==> config.mk <==
export PLATFORM = sky130hd
export DESIGN_NAME = fclc_top
export DESIGN_NICKNAME = d
export VERILOG_FILES = /design/src/fclc_pkg.sv /design/src/fclc_cmd_if.sv /design/src/fclc_top.sv /design/src/fclc_cmd_gate.sv /design/src/fclc_exec.sv
export VERILOG_INCLUDE_DIRS = /design/src /design/src/src
export SDC_FILE = /design/constraint.sdc
export NUM_CORES = 1
export LEC_CHECK = 0
export ABC_AREA = 1
export BUFFER_PORTS_ARGS = -buffer_cell sky130_fd_sc_hd__buf_2
export CAP_MARGIN = 20
export CORE_MARGIN = 3
export CORE_UTILIZATION = 35
export CTS_BUF_LIST = sky130_fd_sc_hd__clkbuf_2 sky130_fd_sc_hd__clkbuf_4 sky130_fd_sc_hd__clkbuf_8
export CTS_CLUSTER_DIAMETER = 30
export DETAILED_ROUTE_END_ITERATION = 6
export GPL_TIMING_DRIVEN = 0
export PLACE_DENSITY_LB_ADDON = 0.2
export SETUP_SLACK_MARGIN = 0.3
export SYNTH_ARGS = -nofsm -noshare
export SYNTH_HDL_FRONTEND = slang
export SYNTH_SLANG_ARGS = --single-unit
export TNS_END_PERCENT = 1
==> constraint.sdc <==
create_clock -name sys_clk_i -period 3.1 [get_ports sys_clk_i]
set_clock_uncertainty 0.05 [all_clocks]
set_input_delay 0.155 -clock sys_clk_i [delete_from_list [all_inputs] [get_ports sys_clk_i]]
set_output_delay 0.155 -clock sys_clk_i [all_outputs]
set_load 0.005 [all_outputs]
==> src/fclc_defs.svh <==
// Offsets, field positions, reset values and constants of the flash launch block.
// Assumes inclusion by bare name from each design file.
`ifndef FCLC_DEFS_SVH
`define FCLC_DEFS_SVH
// ****************************************************************
// Register byte offsets and word indices
// ****************************************************************
`define FCLC_OFF_CLKDIV   8'h00
`define FCLC_OFF_STATUS   8'h04
`define FCLC_OFF_COMMAND_OBJECT_INDEX   8'h08
`define FCLC_OFF_CCOB     8'h0c
`define FCLC_OFF_MODE     8'h10
`define FCLC_OFF_OPTION   8'h14
`define FCLC_OFF_RSV_B    8'h18
`define FCLC_IDX_RSV_C    8'h12
`define FCLC_IDX_RSV_D    8'h13
// ****************************************************************
// Field positions
// ****************************************************************
`define FCLC_DIVLD_BIT    7
`define FCLC_COMMAND_COMPLETE_FLAG_BIT     7
`define FCLC_ACCESS_ERROR_FLAG_BIT   5
`define FCLC_PROTECTION_VIOLATION_FLAG_BIT   4
// ****************************************************************
// Reset values and constants
// ****************************************************************
`define FCLC_OPT_ADDR     23'h7fff0e
`define FCLC_OPT_FAULT    8'hff
`define FCLC_CCOB_WORDS   6
`define FCLC_RESP_OKAY    2'b00
`define FCLC_RESP_SLVERR  2'b10
`endif

==> src/fclc_pkg.sv <==
// Types shared by the flash launch block.
// Assumes nothing beyond a SystemVerilog compiler.
package fclc_pkg;
    // Operating mode index; the secured flag is kept apart
    typedef enum logic [1:0] {
        FCLC_NS,
        FCLC_NX,
        FCLC_SS,
        FCLC_ST
    } fclc_mode_t;
    // Launch controller states
    typedef enum logic [1:0] {
        FCLC_LOADOPT,
        FCLC_IDLE,
        FCLC_BUSY
    } fclc_state_t;
endpackage

==> src/fclc_cmd_if.sv <==
// Launch handshake carrier between the controller and the command gate.
// Assumes both ends on sys_clk_i.
`timescale 1ns/1ps
interface fclc_cmd_if;
    logic [7:0]         code;
    logic               secured;
    fclc_pkg::fclc_mode_t mode;
    logic               allowed;
    logic               prog_erase;
    modport ctrl (output code, output secured, output mode, input allowed, input prog_erase);
    modport gate (input code, input secured, input mode, output allowed, output prog_erase);
endinterface

==> src/fclc_top.sv <==
// Flash command launch controller with option byte load and AXI4-Lite registers.
// Assumes one clock, async active-low reset, an option read port to flash.
// Overview of operation
// - option register readable, writes ignored
// - option byte loaded from flash at reset
// - double-bit fault sets option all ones
// - reserved test registers read zero
// - divider write sets loaded flag
// - unloaded divider refuses program/erase, access error
// - busy blocks launch and command writes
// - writing one clears completion and launches
// - completion held low until command ends
// - verify codes accepted in every mode
// - mass erase, unsecure only special modes
// - backdoor key only normal single chip
// - field margin only unsecured special
// - sector erase codes restricted mode set
// - common codes unsecured or secured NS
// - command code in high byte word 0
// - unimplemented indices ignore writes, read zero
`timescale 1ns/1ps
`include "fclc_defs.svh"
module fclc_top #(
    parameter int unsigned EXEC_CYCLES = 4
) (
    // Clock, reset, enable
    input  wire logic           sys_clk_i,
    input  wire logic           rst_n_i,
    input  wire logic           clk_en_i,
    // AXI4-Lite write channels
    input  wire logic [7:0]     s_axi_awaddr_i,
    input  wire logic           s_axi_awvalid_i,
    output logic                s_axi_awready_o,
    input  wire logic [31:0]    s_axi_wdata_i,
    input  wire logic [3:0]     s_axi_wstrb_i,
    input  wire logic           s_axi_wvalid_i,
    output logic                s_axi_wready_o,
    output logic [1:0]          s_axi_bresp_o,
    output logic                s_axi_bvalid_o,
    input  wire logic           s_axi_bready_i,
    // AXI4-Lite read channels
    input  wire logic [7:0]     s_axi_araddr_i,
    input  wire logic           s_axi_arvalid_i,
    output logic                s_axi_arready_o,
    output logic [31:0]         s_axi_rdata_o,
    output logic [1:0]          s_axi_rresp_o,
    output logic                s_axi_rvalid_o,
    input  wire logic           s_axi_rready_i,
    // Option byte read port toward flash
    output logic                opt_rd_req_o,
    output logic [22:0]         opt_rd_addr_o,
    input  wire logic           opt_rd_ack_i,
    input  wire logic [7:0]     opt_rd_data_i,
    input  wire logic           opt_rd_dbe_i,
    // Launched command toward memory controller
    output logic                cmd_launch_o,
    output logic [15:0]         cmd_word0_o
);
    // ****************************************************************
    // State
    // ****************************************************************
    typedef struct packed {
        fclc_pkg::fclc_state_t fsm;
        logic [7:0]  option_bits;
        logic [6:0]  divider_ratio_field;
        logic        divider_loaded_flag;
        logic        command_complete_flag;
        logic        access_error_flag;
        logic        protection_violation_flag;
        logic [2:0]  command_object_index;
        logic [95:0] ccob;
        logic        secured;
        logic [1:0]  mode;
        logic        aw_got;
        logic [7:0]  aw_addr;
        logic        w_got;
        logic [31:0] w_data;
        logic [3:0]  w_strb;
        logic        bvalid;
        logic [1:0]  bresp;
        logic        rvalid;
        logic [31:0] rdata;
        logic [1:0]  rresp;
        logic        opt_req;
        logic        launch;
        logic        exec_start;
    } fclc_top_st_t;
    fclc_top_st_t st_r;
    fclc_top_st_t st_nxt;
    logic         exec_done;
    fclc_cmd_if   cmd_bus ();
    // ****************************************************************
    // Submodules
    // ****************************************************************
    fclc_cmd_gate u_gate (
        .cmd (cmd_bus.gate)
    );
    fclc_exec #(.EXEC_CYCLES(EXEC_CYCLES)) u_exec (
        .sys_clk_i (sys_clk_i),
        .rst_n_i   (rst_n_i),
        .clk_en_i  (clk_en_i),
        .start_i   (st_r.exec_start),
        .done_o    (exec_done)
    );
    // code from high byte word 0
    assign cmd_bus.code    = st_r.ccob[15:8];
    assign cmd_bus.secured = st_r.secured;
    assign cmd_bus.mode    = fclc_pkg::fclc_mode_t'(st_r.mode);
    // ****************************************************************
    // Read decode
    // ****************************************************************
    function automatic logic [32:0] fclc_read(input fclc_top_st_t s, input logic [7:0] a);
        logic [15:0] w;
        w = 16'h0000;
        if (s.command_object_index < 3'(`FCLC_CCOB_WORDS)) begin
            w = s.ccob[16*s.command_object_index +: 16];
        end
        case (a)
            `FCLC_OFF_CLKDIV: fclc_read = {1'b1, 24'h0, s.divider_loaded_flag,
                                           s.divider_ratio_field};
            `FCLC_OFF_STATUS: fclc_read = {1'b1, 24'h0, s.command_complete_flag, 1'b0,
                                           s.access_error_flag, s.protection_violation_flag,
                                           4'h0};
            `FCLC_OFF_COMMAND_OBJECT_INDEX: fclc_read = {1'b1, 29'h0, s.command_object_index};
            `FCLC_OFF_CCOB:   fclc_read = {1'b1, 16'h0, w};
            `FCLC_OFF_MODE:   fclc_read = {1'b1, 29'h0, s.secured, s.mode};
            `FCLC_OFF_OPTION: fclc_read = {1'b1, 24'h0, s.option_bits};
            `FCLC_OFF_RSV_B, 8'(`FCLC_IDX_RSV_C * 4), 8'(`FCLC_IDX_RSV_D * 4):
                fclc_read = {1'b1, 32'h0};
            default:          fclc_read = {1'b0, 32'h0};
        endcase
    endfunction
    // ****************************************************************
    // Next state
    // ****************************************************************
    always_comb begin
        logic        wr_fire;
        logic [32:0] rd;
        logic        hit;
        wr_fire = 1'b0;
        rd      = 33'h0;
        hit     = 1'b1;
        st_nxt  = st_r;
        st_nxt.launch     = 1'b0;
        st_nxt.exec_start = 1'b0;
        // Channel capture, either order
        if (s_axi_awvalid_i && !st_r.aw_got && !st_r.bvalid) begin
            st_nxt.aw_got  = 1'b1;
            st_nxt.aw_addr = s_axi_awaddr_i;
        end
        if (s_axi_wvalid_i && !st_r.w_got && !st_r.bvalid) begin
            st_nxt.w_got  = 1'b1;
            st_nxt.w_data = s_axi_wdata_i;
            st_nxt.w_strb = s_axi_wstrb_i;
        end
        if (st_r.bvalid && s_axi_bready_i) begin
            st_nxt.bvalid = 1'b0;
        end
        wr_fire = st_r.aw_got && st_r.w_got && !st_r.bvalid;
        case (st_r.fsm)
            fclc_pkg::FCLC_LOADOPT: begin
                st_nxt.opt_req = 1'b1;
                if (st_r.opt_req && opt_rd_ack_i) begin
                    st_nxt.opt_req = 1'b0;
                    st_nxt.fsm     = fclc_pkg::FCLC_IDLE;
                    st_nxt.option_bits = opt_rd_dbe_i ? `FCLC_OPT_FAULT : opt_rd_data_i;
                end
            end
            fclc_pkg::FCLC_IDLE: begin
            end
            fclc_pkg::FCLC_BUSY: begin
                if (exec_done) begin
                    st_nxt.command_complete_flag = 1'b1;
                    st_nxt.fsm                   = fclc_pkg::FCLC_IDLE;
                end
            end
            default: st_nxt.fsm = fclc_pkg::FCLC_IDLE;
        endcase
        // Register writes; ignore writes by omission
        if (wr_fire) begin
            st_nxt.aw_got = 1'b0;
            st_nxt.w_got  = 1'b0;
            st_nxt.bvalid = 1'b1;
            rd  = fclc_read(st_r, st_r.aw_addr);
            hit = rd[32];
            st_nxt.bresp = hit ? `FCLC_RESP_OKAY : `FCLC_RESP_SLVERR;
            if (st_r.w_strb[0]) begin
                case (st_r.aw_addr)
                    `FCLC_OFF_CLKDIV: begin
                        st_nxt.divider_ratio_field = st_r.w_data[6:0];
                        st_nxt.divider_loaded_flag = 1'b1;
                    end
                    `FCLC_OFF_STATUS: begin
                        if (st_r.w_data[`FCLC_ACCESS_ERROR_FLAG_BIT]) begin
                            st_nxt.access_error_flag = 1'b0;
                        end
                        if (st_r.w_data[`FCLC_PROTECTION_VIOLATION_FLAG_BIT]) begin
                            st_nxt.protection_violation_flag = 1'b0;
                        end
                        if (st_r.w_data[`FCLC_COMMAND_COMPLETE_FLAG_BIT] && st_r.command_complete_flag &&
                            st_r.fsm == fclc_pkg::FCLC_IDLE &&
                            !st_r.access_error_flag && !st_r.protection_violation_flag) begin
                            if (!cmd_bus.allowed ||
                                (cmd_bus.prog_erase && !st_r.divider_loaded_flag)) begin
                                st_nxt.access_error_flag = 1'b1;
                            end else begin
                                st_nxt.command_complete_flag = 1'b0;
                                st_nxt.launch                = 1'b1;
                                st_nxt.exec_start            = 1'b1;
                                st_nxt.fsm                   = fclc_pkg::FCLC_BUSY;
                            end
                        end
                    end
                    `FCLC_OFF_COMMAND_OBJECT_INDEX: st_nxt.command_object_index = st_r.w_data[2:0];
                    `FCLC_OFF_MODE: begin
                        st_nxt.mode    = st_r.w_data[1:0];
                        st_nxt.secured = st_r.w_data[2];
                    end
                    default: begin
                    end
                endcase
            end
            if (st_r.aw_addr == `FCLC_OFF_CCOB && st_r.command_complete_flag &&
                st_r.command_object_index < 3'(`FCLC_CCOB_WORDS)) begin
                for (int b = 0; b < 2; b++) begin
                    if (st_r.w_strb[b]) begin
                        st_nxt.ccob[16*st_r.command_object_index + 8*b +: 8] =
                            st_r.w_data[8*b +: 8];
                    end
                end
            end
        end
        // Read channel, one outstanding
        if (st_r.rvalid && s_axi_rready_i) begin
            st_nxt.rvalid = 1'b0;
        end
        if (s_axi_arvalid_i && !st_r.rvalid) begin
            rd            = fclc_read(st_r, s_axi_araddr_i);
            st_nxt.rvalid = 1'b1;
            st_nxt.rdata  = rd[31:0];
            st_nxt.rresp  = rd[32] ? `FCLC_RESP_OKAY : `FCLC_RESP_SLVERR;
        end
    end
    // ****************************************************************
    // State register
    // ****************************************************************
    // Completion flag resets high so software may launch once the option byte is loaded
    always_ff @(posedge sys_clk_i or negedge rst_n_i) begin
        if (!rst_n_i) begin
            st_r <= '0;
            st_r.fsm <= fclc_pkg::FCLC_LOADOPT;
            st_r.command_complete_flag <= 1'b1;
        end else if (clk_en_i) begin
            st_r <= st_nxt;
        end
    end
    // Outputs straight from flops
    assign s_axi_awready_o = !st_r.aw_got && !st_r.bvalid;
    assign s_axi_wready_o  = !st_r.w_got && !st_r.bvalid;
    assign s_axi_bvalid_o  = st_r.bvalid;
    assign s_axi_bresp_o   = st_r.bresp;
    assign s_axi_arready_o = !st_r.rvalid;
    assign s_axi_rvalid_o  = st_r.rvalid;
    assign s_axi_rdata_o   = st_r.rdata;
    assign s_axi_rresp_o   = st_r.rresp;
    assign opt_rd_req_o    = st_r.opt_req;
    assign opt_rd_addr_o   = `FCLC_OPT_ADDR;
    assign cmd_launch_o    = st_r.launch;
    assign cmd_word0_o     = st_r.ccob[15:0];
    // ****************************************************************
    // Assertions
    // ****************************************************************
    property p_launch_clears;
        @(posedge sys_clk_i) disable iff (!rst_n_i)
        (clk_en_i && st_r.launch) |-> !st_r.command_complete_flag;
    endproperty
    a_launch_clears: assert property (p_launch_clears) else $error("launch with flag set");
    property p_busy_low;
        @(posedge sys_clk_i) disable iff (!rst_n_i)
        (st_r.fsm == fclc_pkg::FCLC_BUSY) |-> !st_r.command_complete_flag;
    endproperty
    a_busy_low: assert property (p_busy_low) else $error("flag high while busy");
    property p_opt_fault;
        @(posedge sys_clk_i) disable iff (!rst_n_i)
        (clk_en_i && st_r.fsm == fclc_pkg::FCLC_LOADOPT && st_r.opt_req && opt_rd_ack_i
         && opt_rd_dbe_i) |=> (st_r.option_bits == `FCLC_OPT_FAULT);
    endproperty
    a_opt_fault: assert property (p_opt_fault) else $error("fault not all ones");
    property p_opt_stable;
        @(posedge sys_clk_i) disable iff (!rst_n_i)
        (st_r.fsm != fclc_pkg::FCLC_LOADOPT) |=> $stable(st_r.option_bits);
    endproperty
    a_opt_stable: assert property (p_opt_stable) else $error("option byte changed");
    property p_nodiv;
        @(posedge sys_clk_i) disable iff (!rst_n_i)
        (st_r.launch && cmd_bus.prog_erase) |-> st_r.divider_loaded_flag;
    endproperty
    a_nodiv: assert property (p_nodiv) else $error("launch without divider");
    property p_gate;
        @(posedge sys_clk_i) disable iff (!rst_n_i)
        st_r.launch |-> cmd_bus.allowed;
    endproperty
    a_gate: assert property (p_gate) else $error("refused code launched");
    property p_lock;
        @(posedge sys_clk_i) disable iff (!rst_n_i)
        (!st_r.command_complete_flag && !st_r.exec_start) |=> $stable(st_r.ccob);
    endproperty
    a_lock: assert property (p_lock) else $error("command words changed busy");
    property p_divld;
        @(posedge sys_clk_i) disable iff (!rst_n_i)
        st_r.divider_loaded_flag |=> st_r.divider_loaded_flag;
    endproperty
    a_divld: assert property (p_divld) else $error("loaded flag dropped");
    property p_done;
        @(posedge sys_clk_i) disable iff (!rst_n_i)
        (clk_en_i && st_r.fsm == fclc_pkg::FCLC_BUSY && exec_done)
        |=> st_r.command_complete_flag;
    endproperty
    a_done: assert property (p_done) else $error("completion not set");
endmodule // fclc_top

==> src/fclc_cmd_gate.sv <==
// Command permission table by security state and operating mode.
// Assumes a purely combinational use by the launch controller.
`timescale 1ns/1ps
module fclc_cmd_gate (
    // Launch request view
    fclc_cmd_if.gate    cmd
);
    // ****************************************************************
    // Permission decode
    // ****************************************************************
    function automatic logic fclc_permit(input logic [7:0] c, input logic s,
                                         input fclc_pkg::fclc_mode_t m);
        logic special;
        special = (m == fclc_pkg::FCLC_SS) || (m == fclc_pkg::FCLC_ST);
        case (c)
            8'h01, 8'h02: fclc_permit = 1'b1;
            8'h08, 8'h0b: fclc_permit = special;
            8'h0c: fclc_permit = (m == fclc_pkg::FCLC_NS);
            8'h0e: fclc_permit = !s && special;
            8'h0a, 8'h10, 8'h12: fclc_permit = s ? (m == fclc_pkg::FCLC_NS)
                                                 : (m != fclc_pkg::FCLC_NS);
            8'h03, 8'h04, 8'h06, 8'h07, 8'h09, 8'h0d, 8'h11:
                fclc_permit = !s || (m == fclc_pkg::FCLC_NS);
            default: fclc_permit = 1'b0;
        endcase
    endfunction
    // Table lookup and program/erase class
    always_comb begin
        cmd.allowed    = fclc_permit(cmd.code, cmd.secured, cmd.mode);
        cmd.prog_erase = (cmd.code inside {8'h06, 8'h07, 8'h08, 8'h09, 8'h0a,
                                           8'h0b, 8'h11, 8'h12});
    end
endmodule // fclc_cmd_gate

==> src/fclc_exec.sv <==
// Stand-in execution engine: finishes a launched command after a fixed delay.
// Assumes the real algorithms sit behind this handshake.
`timescale 1ns/1ps
module fclc_exec #(
    parameter int unsigned EXEC_CYCLES = 4
) (
    // Clock and reset
    input  wire logic   sys_clk_i,
    input  wire logic   rst_n_i,
    input  wire logic   clk_en_i,
    // Handshake
    input  wire logic   start_i,
    output logic        done_o
);
    typedef struct packed {
        logic [7:0] cnt;
        logic       run;
        logic       done;
    } fclc_exec_st_t;
    fclc_exec_st_t st_r;
    fclc_exec_st_t st_nxt;
    // Countdown while running
    always_comb begin
        st_nxt      = st_r;
        st_nxt.done = 1'b0;
        if (start_i) begin
            st_nxt.run = 1'b1;
            st_nxt.cnt = 8'(EXEC_CYCLES);
        end else if (st_r.run) begin
            if (st_r.cnt <= 8'h01) begin
                st_nxt.run  = 1'b0;
                st_nxt.done = 1'b1;
            end else begin
                st_nxt.cnt = st_r.cnt - 8'h01;
            end
        end
    end
    // State register
    always_ff @(posedge sys_clk_i or negedge rst_n_i) begin
        if (!rst_n_i) begin
            st_r <= '0;
        end else if (clk_en_i) begin
            st_r <= st_nxt;
        end
    end
    assign done_o = st_r.done;
endmodule // fclc_exec

==> results_dict.tcl, run 1 <==
set metrics [dict create \
    grt_start_max_net_pins 94 \
    synth_top_cell_by_area "dfrtp_1" \
    end_kind "register" \
    postRouteWirelength_um 27900 \
    total_power_mw 6.34 \
    grt_first_pass_wirelength_um 44000 \
    synth_adder_area_share_pct 1.19 \
    floorplan.initialDensity_pct 36.0 \
    synth-seq-area-share_pct 48.0 \
    synth-async-reset-ratio_pct 100 \
    design.portCount 152 \
    grt_setup_unrepaired "true" \
    critPathMaxFanout 11 \
    grt_overflow_total 0 \
    place_hpwl_um 20600 \
    p_int_mw 4.07 \
    cts.root.buffer_cell "clkbuf_8" \
    p_seq_share_pct 48.4 \
    port_buffers 91 \
    cp.arrival_ps 3000 \
    numCtsBuffers 17 \
    drcViolationCount 0 \
    dr.pass1.iters 5 \
    vdd_drop_max_v 0.000266 \
    synth_cell_types 42 \
    worst_path_setup_slack_after_routing_ps 402 \
    cts_tree "yes" \
    critPathLaunchType "register" \
    finalNetCount 1444 \
    yosys.area_share.simple_pct 23.0 \
    switching_share_of_power_pct 35.9 \
    dominantRegCellSynth "dfrtp_1" \
    timing.critical_path.slowest_cell_delay_ps 460 \
    timing.hold.worst.class "in -> reg" \
    report.final.slew_viol_count 0 \
    ys.warnings.count 0 \
    post_synth_mux_area_share_pct 1.42 \
    worst_pin_slew_ps 743 \
    routedWlPerCell_um 16.3 \
    p_comb_share_pct 24.5 \
    ys_seq_elements 182 \
    crit_top_cell "clkbuf_4" \
    fp.dieH_um 171 \
    power.clock.fraction_pct 27.0 \
    clock_path_buffers 2 \
    post_synth.cell_area_avg_sq_um 8.13 \
    layout_min_cycle_time_ps 2700 \
    timing.max_cap.violations 0 \
    drt-vias-per-instance 4.87 \
    grt_use_total_pct 19.3 \
    timing.fmax_mhz 371 \
    placeableCoreArea_sq_um 26400 \
    stdcell_area_sq_um 11500 \
    syn_inst 1167 \
    power_switching_mw 2.28 \
    cells_along_the_critical_path "buf_4, inv_4, clkbuf_4, clkbuf_4, ha_1, ha_2, nor3b_1, nand2_2, buf_6, nand2_1, o21ai_1" \
    maxSlewHeadroom_pct 50.5 \
    dr.first_iter.drc_count 747 \
    rows 59 \
    grt_pass1_vias 7907 \
    p_per_area_nw_per_um2 552 \
    layout-drive-gt1-share_pct 20.0 \
    critical_path_required_ps 3400 \
    critical-path-slowest-cell "dfrtp_2" \
    synth_commonest_cells "nand2_1, dfrtp_1, o21ai_0" \
    placement.setup.worst_slack_ps -685 \
    ys_top_cells_by_area "dfrtp_1, nand2_1, o21ai_0, buf_4, nor2_1" \
    synth_most_common_cell "nand2_1" \
    die_x_um 171 \
    placement.cell_area_sq_um 10500 \
    clock_input_transition_at_the_sequential_cells_of_the_worst_setup_and_hold_paths_ps 120 \
    synth-compound-area-share_pct 14.4 \
    gp_routability_congestion 0.956 \
    finalSetupViolations 0 \
    yosys.area.top_type_share_pct 47.8 \
    final_core_utilization_pct 43.6 \
    final_number_of_hold_violating_endpoints 0 \
    outcome "complete, no violations" \
    cellLeakagePower_nw 5.57 \
    synthXorXnorAreaFrac_pct 0.0923 \
    vias 8345 \
    floorplan.die_area_sq_um 29100 \
    antenna_cells_inserted 0 \
    layout_worst_path_cycle_share_pct 87.0 \
    area.growth.synth_to_final_pct 21.2 \
    worstSetupPathType "reg -> reg" \
    cts.htree.levels 4 \
    cts.sinks 182 \
    initial_antenna_violation_count 0 \
    syn_area_sq_um 9480 \
    ant_nets 0 \
    clock_insertion_delay_worst_skew_ps 490 \
    synth_enable_flop_cells 0 \
    synth_top_family_by_area "simple AND/OR/NAND/NOR gates" \
]
-- layout make-up --
cell class / count / area (sq um)
fillers: 2700 / 14900
well taps: 335 / 419
flip-flops and latches: 182 / 4560
clock buffers: 19 / 249
inverters: 87 / 329
plain buffers: 120 / 807
clock inverters: 13 / 158
repair buffers: 140 / 986
multi-input cells: 817 / 3990
-- per-stage QoR --
step / hold slack, ps / setup TNS [ps] / cells
finish: 37.9 / 0 / 1713
CTS: 13.1 / 0 / 1710
floorplan: -191 / 0 / 1206
global route: 60.1 / 0 / 1713
detailed placement: 193 / -11680 / 1633
global placement: 340 / -250000 / 1632
-- cells in the final DEF, fill, tap and decap left out, drive strengths merged, types with 2 or more instances in the layout --
cell type / n
nand3: 82
nand4: 9
nor3: 21
nor3b: 5
clkbuf: 50
buf: 186
clkinvlp: 3
nor4: 3
o31ai: 2
nand2: 283
conb: 41
o221ai: 4
a21oi: 37
dlygate4sd3: 43
mux2: 12
inv: 93
o21ai: 158
bufinv: 2
clkinv: 2
o22ai: 19
o211ai: 11
dfrtp: 181
ha: 9
nand3b: 3
nor2: 111
-- metal layers --
| metal | share of wire [%] | track usage [%] | vias up |
|---|---|---|---|
| met4 | 1.3 | 4.02 | 0 |
| met2 | 46 | 30.1 | 238 |
| met1 | 47 | 28.0 | 3956 |
| li1 | - | - | 4126 |
| met5 | 0 | 0 | - |
| met3 | 5.9 | 3.79 | 25 |
-- cells by family after synthesis --
kind of cell / Yosys count
simple gates: 518
mux: 12
xor+xnor: 1
flops: 182
fa+ha+maj: 9
other cells: 2
buf+inv: 207
compound gates: 236
-- critical path: cells and delay by family (launching register included) --
| kind | cells | cell delay (ps) |
|---|---|---|
| AOI/OAI and AO/OA | 1 | 50 |
| adders and majority gates | 2 | 560 |
| buffers and inverters | 5 | 990 |
| DFF | 1 | 460 |
| and+or+nand+nor | 3 | 470 |
-- worst paths after layout --
check | start | end | cells after the start | slack (ps)
setup reg to reg | st_r[187] | register | 11 | 400
hold / removal | opt_rd_dbe_i | st_r[207] | 3 | 40
hold reg to reg | s_axi_rdata_o[0] | s_axi_rdata_o[0] | 2 | 440
max in group asynchronous | rst_n_i | st_r[191] | 3 | 1850
min in group asynchronous | rst_n_i | s_axi_rdata_o[15] | 2 | 240
setup / recovery | st_r[187] | register | 11 | 400
-- power groups by stage --
stage	Sequential (mW)	Combinational (mW)	Clock (mW)
finish	3.07	1.56	1.72
global route	3.13	1.75	1.84
CTS	3.07	1.55	1.75
detailed placement	3.11	1.50	0
global placement	3.11	1.48	0
floorplan	2.97	0.994	0
-- repair_timing --
item	in CTS	in global routing
setup endpoints to repair	49	48
gates resized for setup	11	12
buffers inserted	2	3
pin swaps	1	0
hold buffers	43	0
endpoints found under the hold margin	129	0
(Power assumes the default switching activity.)
==> run 2: changes to the inputs <==
--- a/config.mk
+++ b/config.mk
@@ -16,6 +16,7 @@
 export DETAILED_ROUTE_END_ITERATION = 6
 export GPL_TIMING_DRIVEN = 0
 export PLACE_DENSITY_LB_ADDON = 0.2
+export RECOVER_POWER = 50
 export SETUP_SLACK_MARGIN = 0.3
 export SYNTH_ARGS = -nofsm -noshare
 export SYNTH_HDL_FRONTEND = slang
==> run 2 against run 1 <==
The flow now finishes with violations (max-capacitance violations, max-slew violations). Fmax increased by 0.49%. Highest routed layer unchanged. Non-clock buffer count unchanged. Count of clock-buffer cells in the layout unchanged. Routed wire length decreased by 0.29%. Worst setup slack improved by 13 ps. Via count about the same.
==> results_dict.tcl, run 2 (same netlist as run 1, synthesis figures left out) <==
set metrics [dict create \
    outcome "finished with violations" \
    failing_checks "max-capacitance violations, max-slew violations" \
    dr.first_iter.drc_count 750 \
    ant_nets 0 \
    drcViolationCount 0 \
    nFillCells 2705 \
    port_buffers 91 \
    crit_top_cell "nand2_1" \
    layout-drive-gt1-share_pct 19.6 \
    grt_setup_unrepaired "true" \
    cp.arrival_ps 2980 \
    finalSetupViolations 0 \
    report.final.slew_viol_count 93 \
    floorplan.die_area_sq_um 29100 \
    grt_start_max_net_pins 94 \
    stdcell_area_sq_um 11500 \
    grt_first_pass_wirelength_um 44000 \
    critical-path-slowest-cell "dfrtp_2" \
    routedWlPerCell_um 16.2 \
    dr.pass1.iters 7 \
    power_switching_mw 2.25 \
    cellLeakagePower_nw 5.54 \
    placement.cell_area_sq_um 10500 \
    timing.critical_path.buf_inv 5 \
    design.portCount 152 \
    critPathMaxFanout 11 \
    rows 59 \
    area.growth.synth_to_final_pct 20.9 \
    timing.critical_path.slowest_cell_delay_ps 430 \
    cts.htree.levels 4 \
    vdd_drop_max_v 0.000264 \
    worst_pin_slew_ps 2440 \
    cells_along_the_critical_path "buf_4, inv_4, clkbuf_4, clkbuf_4, ha_1, ha_2, nand2_1, nor2_1, nand2_1, nor2_4, inv_1, nand2_1, o21ai_0" \
    register_area_sq_um 4560 \
    gp_routability_congestion 0.956 \
    p_int_mw 4.06 \
    finalSetupTns_ps 0 \
    placeableCoreArea_sq_um 26400 \
    cts_tree "yes" \
    drt-vias-per-instance 4.87 \
    worstSetupPathType "reg -> reg" \
    timing.fmax_mhz 372 \
    multi_input_comb_area_sq_um 3980 \
    reg2reg_setup_slack_ps 420 \
    cts.root.buffer_cell "clkbuf_8" \
    vias 8341 \
    grt_use_total_pct 19.3 \
    layout.cells.most_common_list "nand2_1, dfrtp_1, o21ai_0" \
    timing.max_cap.violations 1 \
    clock_insertion_delay_worst_skew_ps 480 \
    most_frequent_standard_cell_in_the_layout_excluding_fill_and_tap_cells "nand2_1" \
    clock_path_buffers 2 \
    layout_min_cycle_time_ps 2680 \
    power.clock.fraction_pct 27.1 \
    layout_worst_path_cycle_share_pct 86.6 \
    die_x_um 171 \
    final_number_of_hold_violating_endpoints 0 \
    p_comb_share_pct 24.3 \
    p_seq_share_pct 48.6 \
    finalNetCount 1444 \
    critPathLaunchType "register" \
    timing.hold.worst.class "in -> reg" \
    cts.sinks 182 \
    grt_overflow_total 0 \
    place_hpwl_um 20600 \
    critical_path_required_ps 3400 \
    maxSlewHeadroom_pct -62.4 \
    end_kind "register" \
    grt_pass1_vias 7907 \
    switching_share_of_power_pct 35.7 \
    postRouteWirelength_um 27800 \
    antenna_cells_inserted 0 \
    numCtsBuffers 17 \
    critPathTopFamily "buffers and inverters" \
    floorplan.initialDensity_pct 36.0 \
    initial_antenna_violation_count 0 \
    p_per_area_nw_per_um2 550 \
    clock_input_transition_at_the_sequential_cells_of_the_worst_setup_and_hold_paths_ps 110 \
    fp.dieH_um 171 \
]
-- run 2: cell types whose count changed in the layout (fill, tap and decap cells not counted), sizes merged --
cell / change
buf: -31
clkbuf: +31
-- run 2: final timing paths --
| check | to | startpoint | depth (start not counted) |
|---|---|---|---|
| max | register | st_r[187] | 13 |
| min | st_r[207] | opt_rd_dbe_i | 3 |
| max reg2reg | register | st_r[187] | 13 |
| min reg2reg | s_axi_rdata_o[0] | s_axi_rdata_o[0] | 2 |
| max in group asynchronous | asynchronous set/reset pin | rst_n_i | 2 |
| min in group asynchronous | s_axi_rdata_o[15] | rst_n_i | 2 |
-- run 2: final cells by class --
cell class	count	area share, %
multi-input combinational	817	34.7
inverter	87	2.87
sequential	182	39.7
tap	335	3.66
buffer	120	7.04
clock buffer	19	2.17
clock inverter	13	1.38
timing repair buffer	140	8.47
-- run 2: power by group through the flow --
stage	Combinational [mW]	Sequential, mW	Clock, mW
floorplan	0.994	2.97	0
global placement	1.48	3.11	0
detailed placement	1.50	3.11	0
CTS	1.55	3.07	1.75
global route	1.73	3.12	1.84
finish	1.53	3.07	1.71
-- run 2: what timing repair did --
item,CTS,global route
hold buffers,43,0
resized for setup,11,12
setup endpoints to repair,49,48
endpoints found under the hold margin,129,0
buffers inserted,2,3
pin swaps,1,0
-- run 2: worst reg2reg max path, stage by stage (launching register included) --
cell	delay [ps]
dfrtp_2	430
buf_4	210
inv_4	90
clkbuf_4	200
clkbuf_4	220
ha_1	250
ha_2	370
nand2_1	80
nor2_1	90
nand2_1	170
nor2_4	180
inv_1	100
nand2_1	60
o21ai_0	70
-- run 2: metal layers --
| layer | up-vias | global-route usage (%) | routed length, um |
|---|---|---|---|
| met5 | - | 0 | 0 |
| met3 | 21 | 3.79 | 1720 |
| met2 | 249 | 30.1 | 12700 |
| met4 | 0 | 4.02 | 335 |
| li1 | 4128 | - | - |
| met1 | 3943 | 28.0 | 13100 |
-- run 2: metrics by stage --
stage                     cells  hold slack (ps)  setup slack [ps]  util, %  total power [mW]
after floorplan            1206             -191               390        -              3.96
after global placement     1632              340             -1320     39.9              4.59
after detailed placement   1633              193              -685     40.0              4.61
after CTS                  1710             13.1               204     43.5              6.36
after global routing       1713             60.1               168     43.5              6.69
final                      1713             41.1               415     43.5              6.31
==> run 3: changes to the inputs <==
--- a/config.mk
+++ b/config.mk
@@ -20,5 +20,6 @@
 export SETUP_SLACK_MARGIN = 0.3
 export SYNTH_ARGS = -nofsm -noshare
 export SYNTH_HDL_FRONTEND = slang
+export SYNTH_HIERARCHICAL = 1
 export SYNTH_SLANG_ARGS = --single-unit
 export TNS_END_PERCENT = 1
==> run 3 against run 2 <==
The run still ends with max-capacitance violations, max-slew violations left. Count of clock-buffer cells in the layout unchanged. Utilization decreased by 0.43 points. Synthesized cell count increased by 17%. Fmax decreased by 1.0%. Critical path type unchanged. Highest routed layer unchanged.
==> results_dict.tcl, run 3 <==
set metrics [dict create \
    gp_routability_congestion 0.959 \
    floorplan.initialDensity_pct 36.0 \
    worst_path_setup_slack_after_routing_ps 387 \
    final_core_utilization_pct 43.1 \
    dr.pass1.iters 7 \
    ant_nets 0 \
    numCtsBuffers 17 \
    place_hpwl_um 24100 \
    floorplan.die_area_sq_um 32000 \
    critical-path-slowest-cell "dfrtp_2" \
    cts_tree "yes" \
    syn_area_sq_um 10500 \
    antenna_cells_inserted 0 \
    cells_along_the_critical_path "inv_2, clkbuf_2, buf_4, ha_1, ha_1, nand3_4, nor3_4, buf_12, nand3_4, nand2_1, nand2_1, inv_1" \
    layout_worst_path_cycle_share_pct 87.5 \
    rows 62 \
    layout.cells.most_common_list "nand2_1, dfrtp_1, nor2_1" \
    placement.setup.worst_slack_ps -219 \
    synth-async-reset-ratio_pct 100 \
    cellLeakagePower_nw 6.42 \
    syn_inst 1365 \
    multi_input_comb_area_sq_um 4860 \
    timing.max_cap.violations 1 \
    grt_overflow_total 0 \
    place_inst 1881 \
    synth_most_common_cell "nand2_1" \
    finalNetCount 1642 \
    finalSetupViolations 0 \
    synth_enable_flop_cells 0 \
    maxSlewHeadroom_pct -14.3 \
    timing.critical_path.buf_inv 5 \
    cts.root.buffer_cell "clkbuf_8" \
    end_kind "register" \
    clock_insertion_delay_worst_skew_ps 480 \
    fin_cells 1959 \
    grt_setup_unrepaired "true" \
    dominantRegCellSynth "dfrtp_1" \
    grt_start_max_net_pins 117 \
    cp.arrival_ps 3080 \
    clock_path_buffers 2 \
    port_buffers 92 \
    vias 9609 \
    critPathLaunchType "register" \
    fp.dieH_um 179 \
    report.final.slew_viol_count 67 \
    cts.htree.levels 4 \
    initial_antenna_violation_count 0 \
    critical_path_required_ps 3470 \
    post_synth.cell_area_avg_sq_um 7.66 \
    placeableCoreArea_sq_um 29100 \
    layout-drive-gt1-share_pct 19.9 \
    failing_checks "max-capacitance violations, max-slew violations" \
    register_area_sq_um 4560 \
    drt-vias-per-instance 4.91 \
    outcome "finished with violations" \
    timing.critical_path.slowest_cell_delay_ps 490 \
    synth-seq-area-share_pct 43.5 \
    timing.fmax_mhz 369 \
    area.growth.synth_to_final_pct 19.8 \
    grt_use_total_pct 20.2 \
    routedWlPerCell_um 16.3 \
    synth_commonest_cells "nand2_1, dfrtp_1, nor2_1" \
    synth_cell_types 48 \
    ys_top_cells_by_area "dfrtp_1, nand2_1, buf_4, nand4_1, nor2_1" \
    finalSetupTns_ps 0 \
    nFillCells 2985 \
    yosys.area.top_type_share_pct 43.3 \
    vdd_drop_max_v 0.000351 \
    worstSetupPathType "reg -> reg" \
    cts.sinks 182 \
    synth_top_cell_by_area "dfrtp_1" \
    dr.first_iter.drc_count 663 \
    clock_input_transition_at_the_sequential_cells_of_the_worst_setup_and_hold_paths_ps 100 \
    p_per_area_nw_per_um2 603 \
    drcViolationCount 0 \
    ys.warnings.count 6 \
    worst_pin_slew_ps 1710 \
    crit_cells 12 \
    layout_min_cycle_time_ps 2710 \
    critPathTopFamily "buffers and inverters" \
    critPathMaxFanout 11 \
    die_x_um 179 \
    worst_r2r_path_depth 12 \
    timing.hold.worst.class "in -> reg" \
    min_delay_path_depth 3 \
    grt_first_pass_wirelength_um 49800 \
    final_number_of_hold_violating_endpoints 0 \
    most_frequent_standard_cell_in_the_layout_excluding_fill_and_tap_cells "nand2_1" \
    design.portCount 152 \
    grt_pass1_vias 9014 \
    postRouteWirelength_um 32000 \
    ys_seq_elements 182 \
]
## run 3: cell types whose count changed after synthesis, moves of 9 or more
cell     change
nor2_2       +9
o21ai_0     -80
nand3_2      +9
inv_2       +11
o21ai_2     -11
nand4_1     +78
nor3_1      +28
nand2_1    +127
buf_2       +11
nor2_1      +21
## run 3: where the power goes
group / switching [mW] / total [mW] / internal, mW
combinational: 1.73 / 2.59 / 0.861
sequential: 0.388 / 3.13 / 2.74
clock: 0.923 / 1.85 / 0.923
total: 3.04 / 7.56 / 4.52
## run 3: logic make-up (layout without fill, tap and decap cells)
family | Yosys count | in the layout | synth area share [%]
DFF | 182 | 182 | 43.5
adders and majority gates | 10 | 10 | 1.20
xor gates and xnor gates | 2 | 2 | 0.167
muxes | 9 | 9 | 0.969
and+or+nand+nor | 801 | 801 | 35.2
buffers and inverters | 235 | 406 | 11.7
AOI/OAI and AO/OA | 124 | 124 | 7.14
other | 2 | 41 | 0.0718
## run 3: what timing repair did
action / CTS / global route
gates resized for setup: 8 / 12
endpoints found under the setup margin: 70 / 48
pin swaps: 1 / 0
buffers inserted: 1 / 0
endpoints found under the hold margin: 104 / 0
hold buffers: 45 / 0
## run 3: path summary, 6_finish.rpt
| path | from | end | slack (ps) |
|---|---|---|---|
| setup / recovery | st_r[186] | register | 390 |
| hold / removal | opt_rd_dbe_i | st_r[206] | 20 |
| setup reg to reg | st_r[186] | register | 390 |
| hold reg to reg | register | register | 430 |
| max in group asynchronous | rst_n_i | asynchronous set/reset pin | 1070 |
| min in group asynchronous | rst_n_i | u_exec/st_r[2] | 570 |
## run 3: per-stage QoR
stage	hold slack [ps]	power, mW	instance area [sq um]
2_1_floorplan	-191	4.77	10600
3_3_place_gp	338	5.60	11500
3_5_place_dp	85.3	5.64	11600
4_1_cts	2.02	7.52	12500
5_1_grt	41.5	8.01	12500
6_report	15.9	7.56	12500
## run 3: tightest hold or removal path, cell delays in order
cell and delay [ps]:
buf_2 170, o21ai_0 110, o21ai_0 70
## run 3: final cells by class
cell class / count / share of cell area, %
multi-input cells: 987 / 38.8
clock buffers: 19 / 2.04
clock inverters: 13 / 1.52
plain buffers: 132 / 6.74
flip-flops and latches: 182 / 36.4
inverters: 103 / 3.13
well taps: 384 / 3.83
repair buffers: 139 / 7.59
## run 3: metal layers
| layer | wire length (um) | track usage (%) | share of wire (%) | vias up |
|---|---|---|---|---|
| li1 | - | - | - | 4776 |
| met1 | 15400 | 29.2 | 48 | 4482 |
| met2 | 14000 | 31.3 | 44 | 321 |
| met3 | 2070 | 3.13 | 6.5 | 30 |
| met4 | 559 | 5.78 | 1.7 | 0 |
| met5 | 0 | 0 | 0 | - |
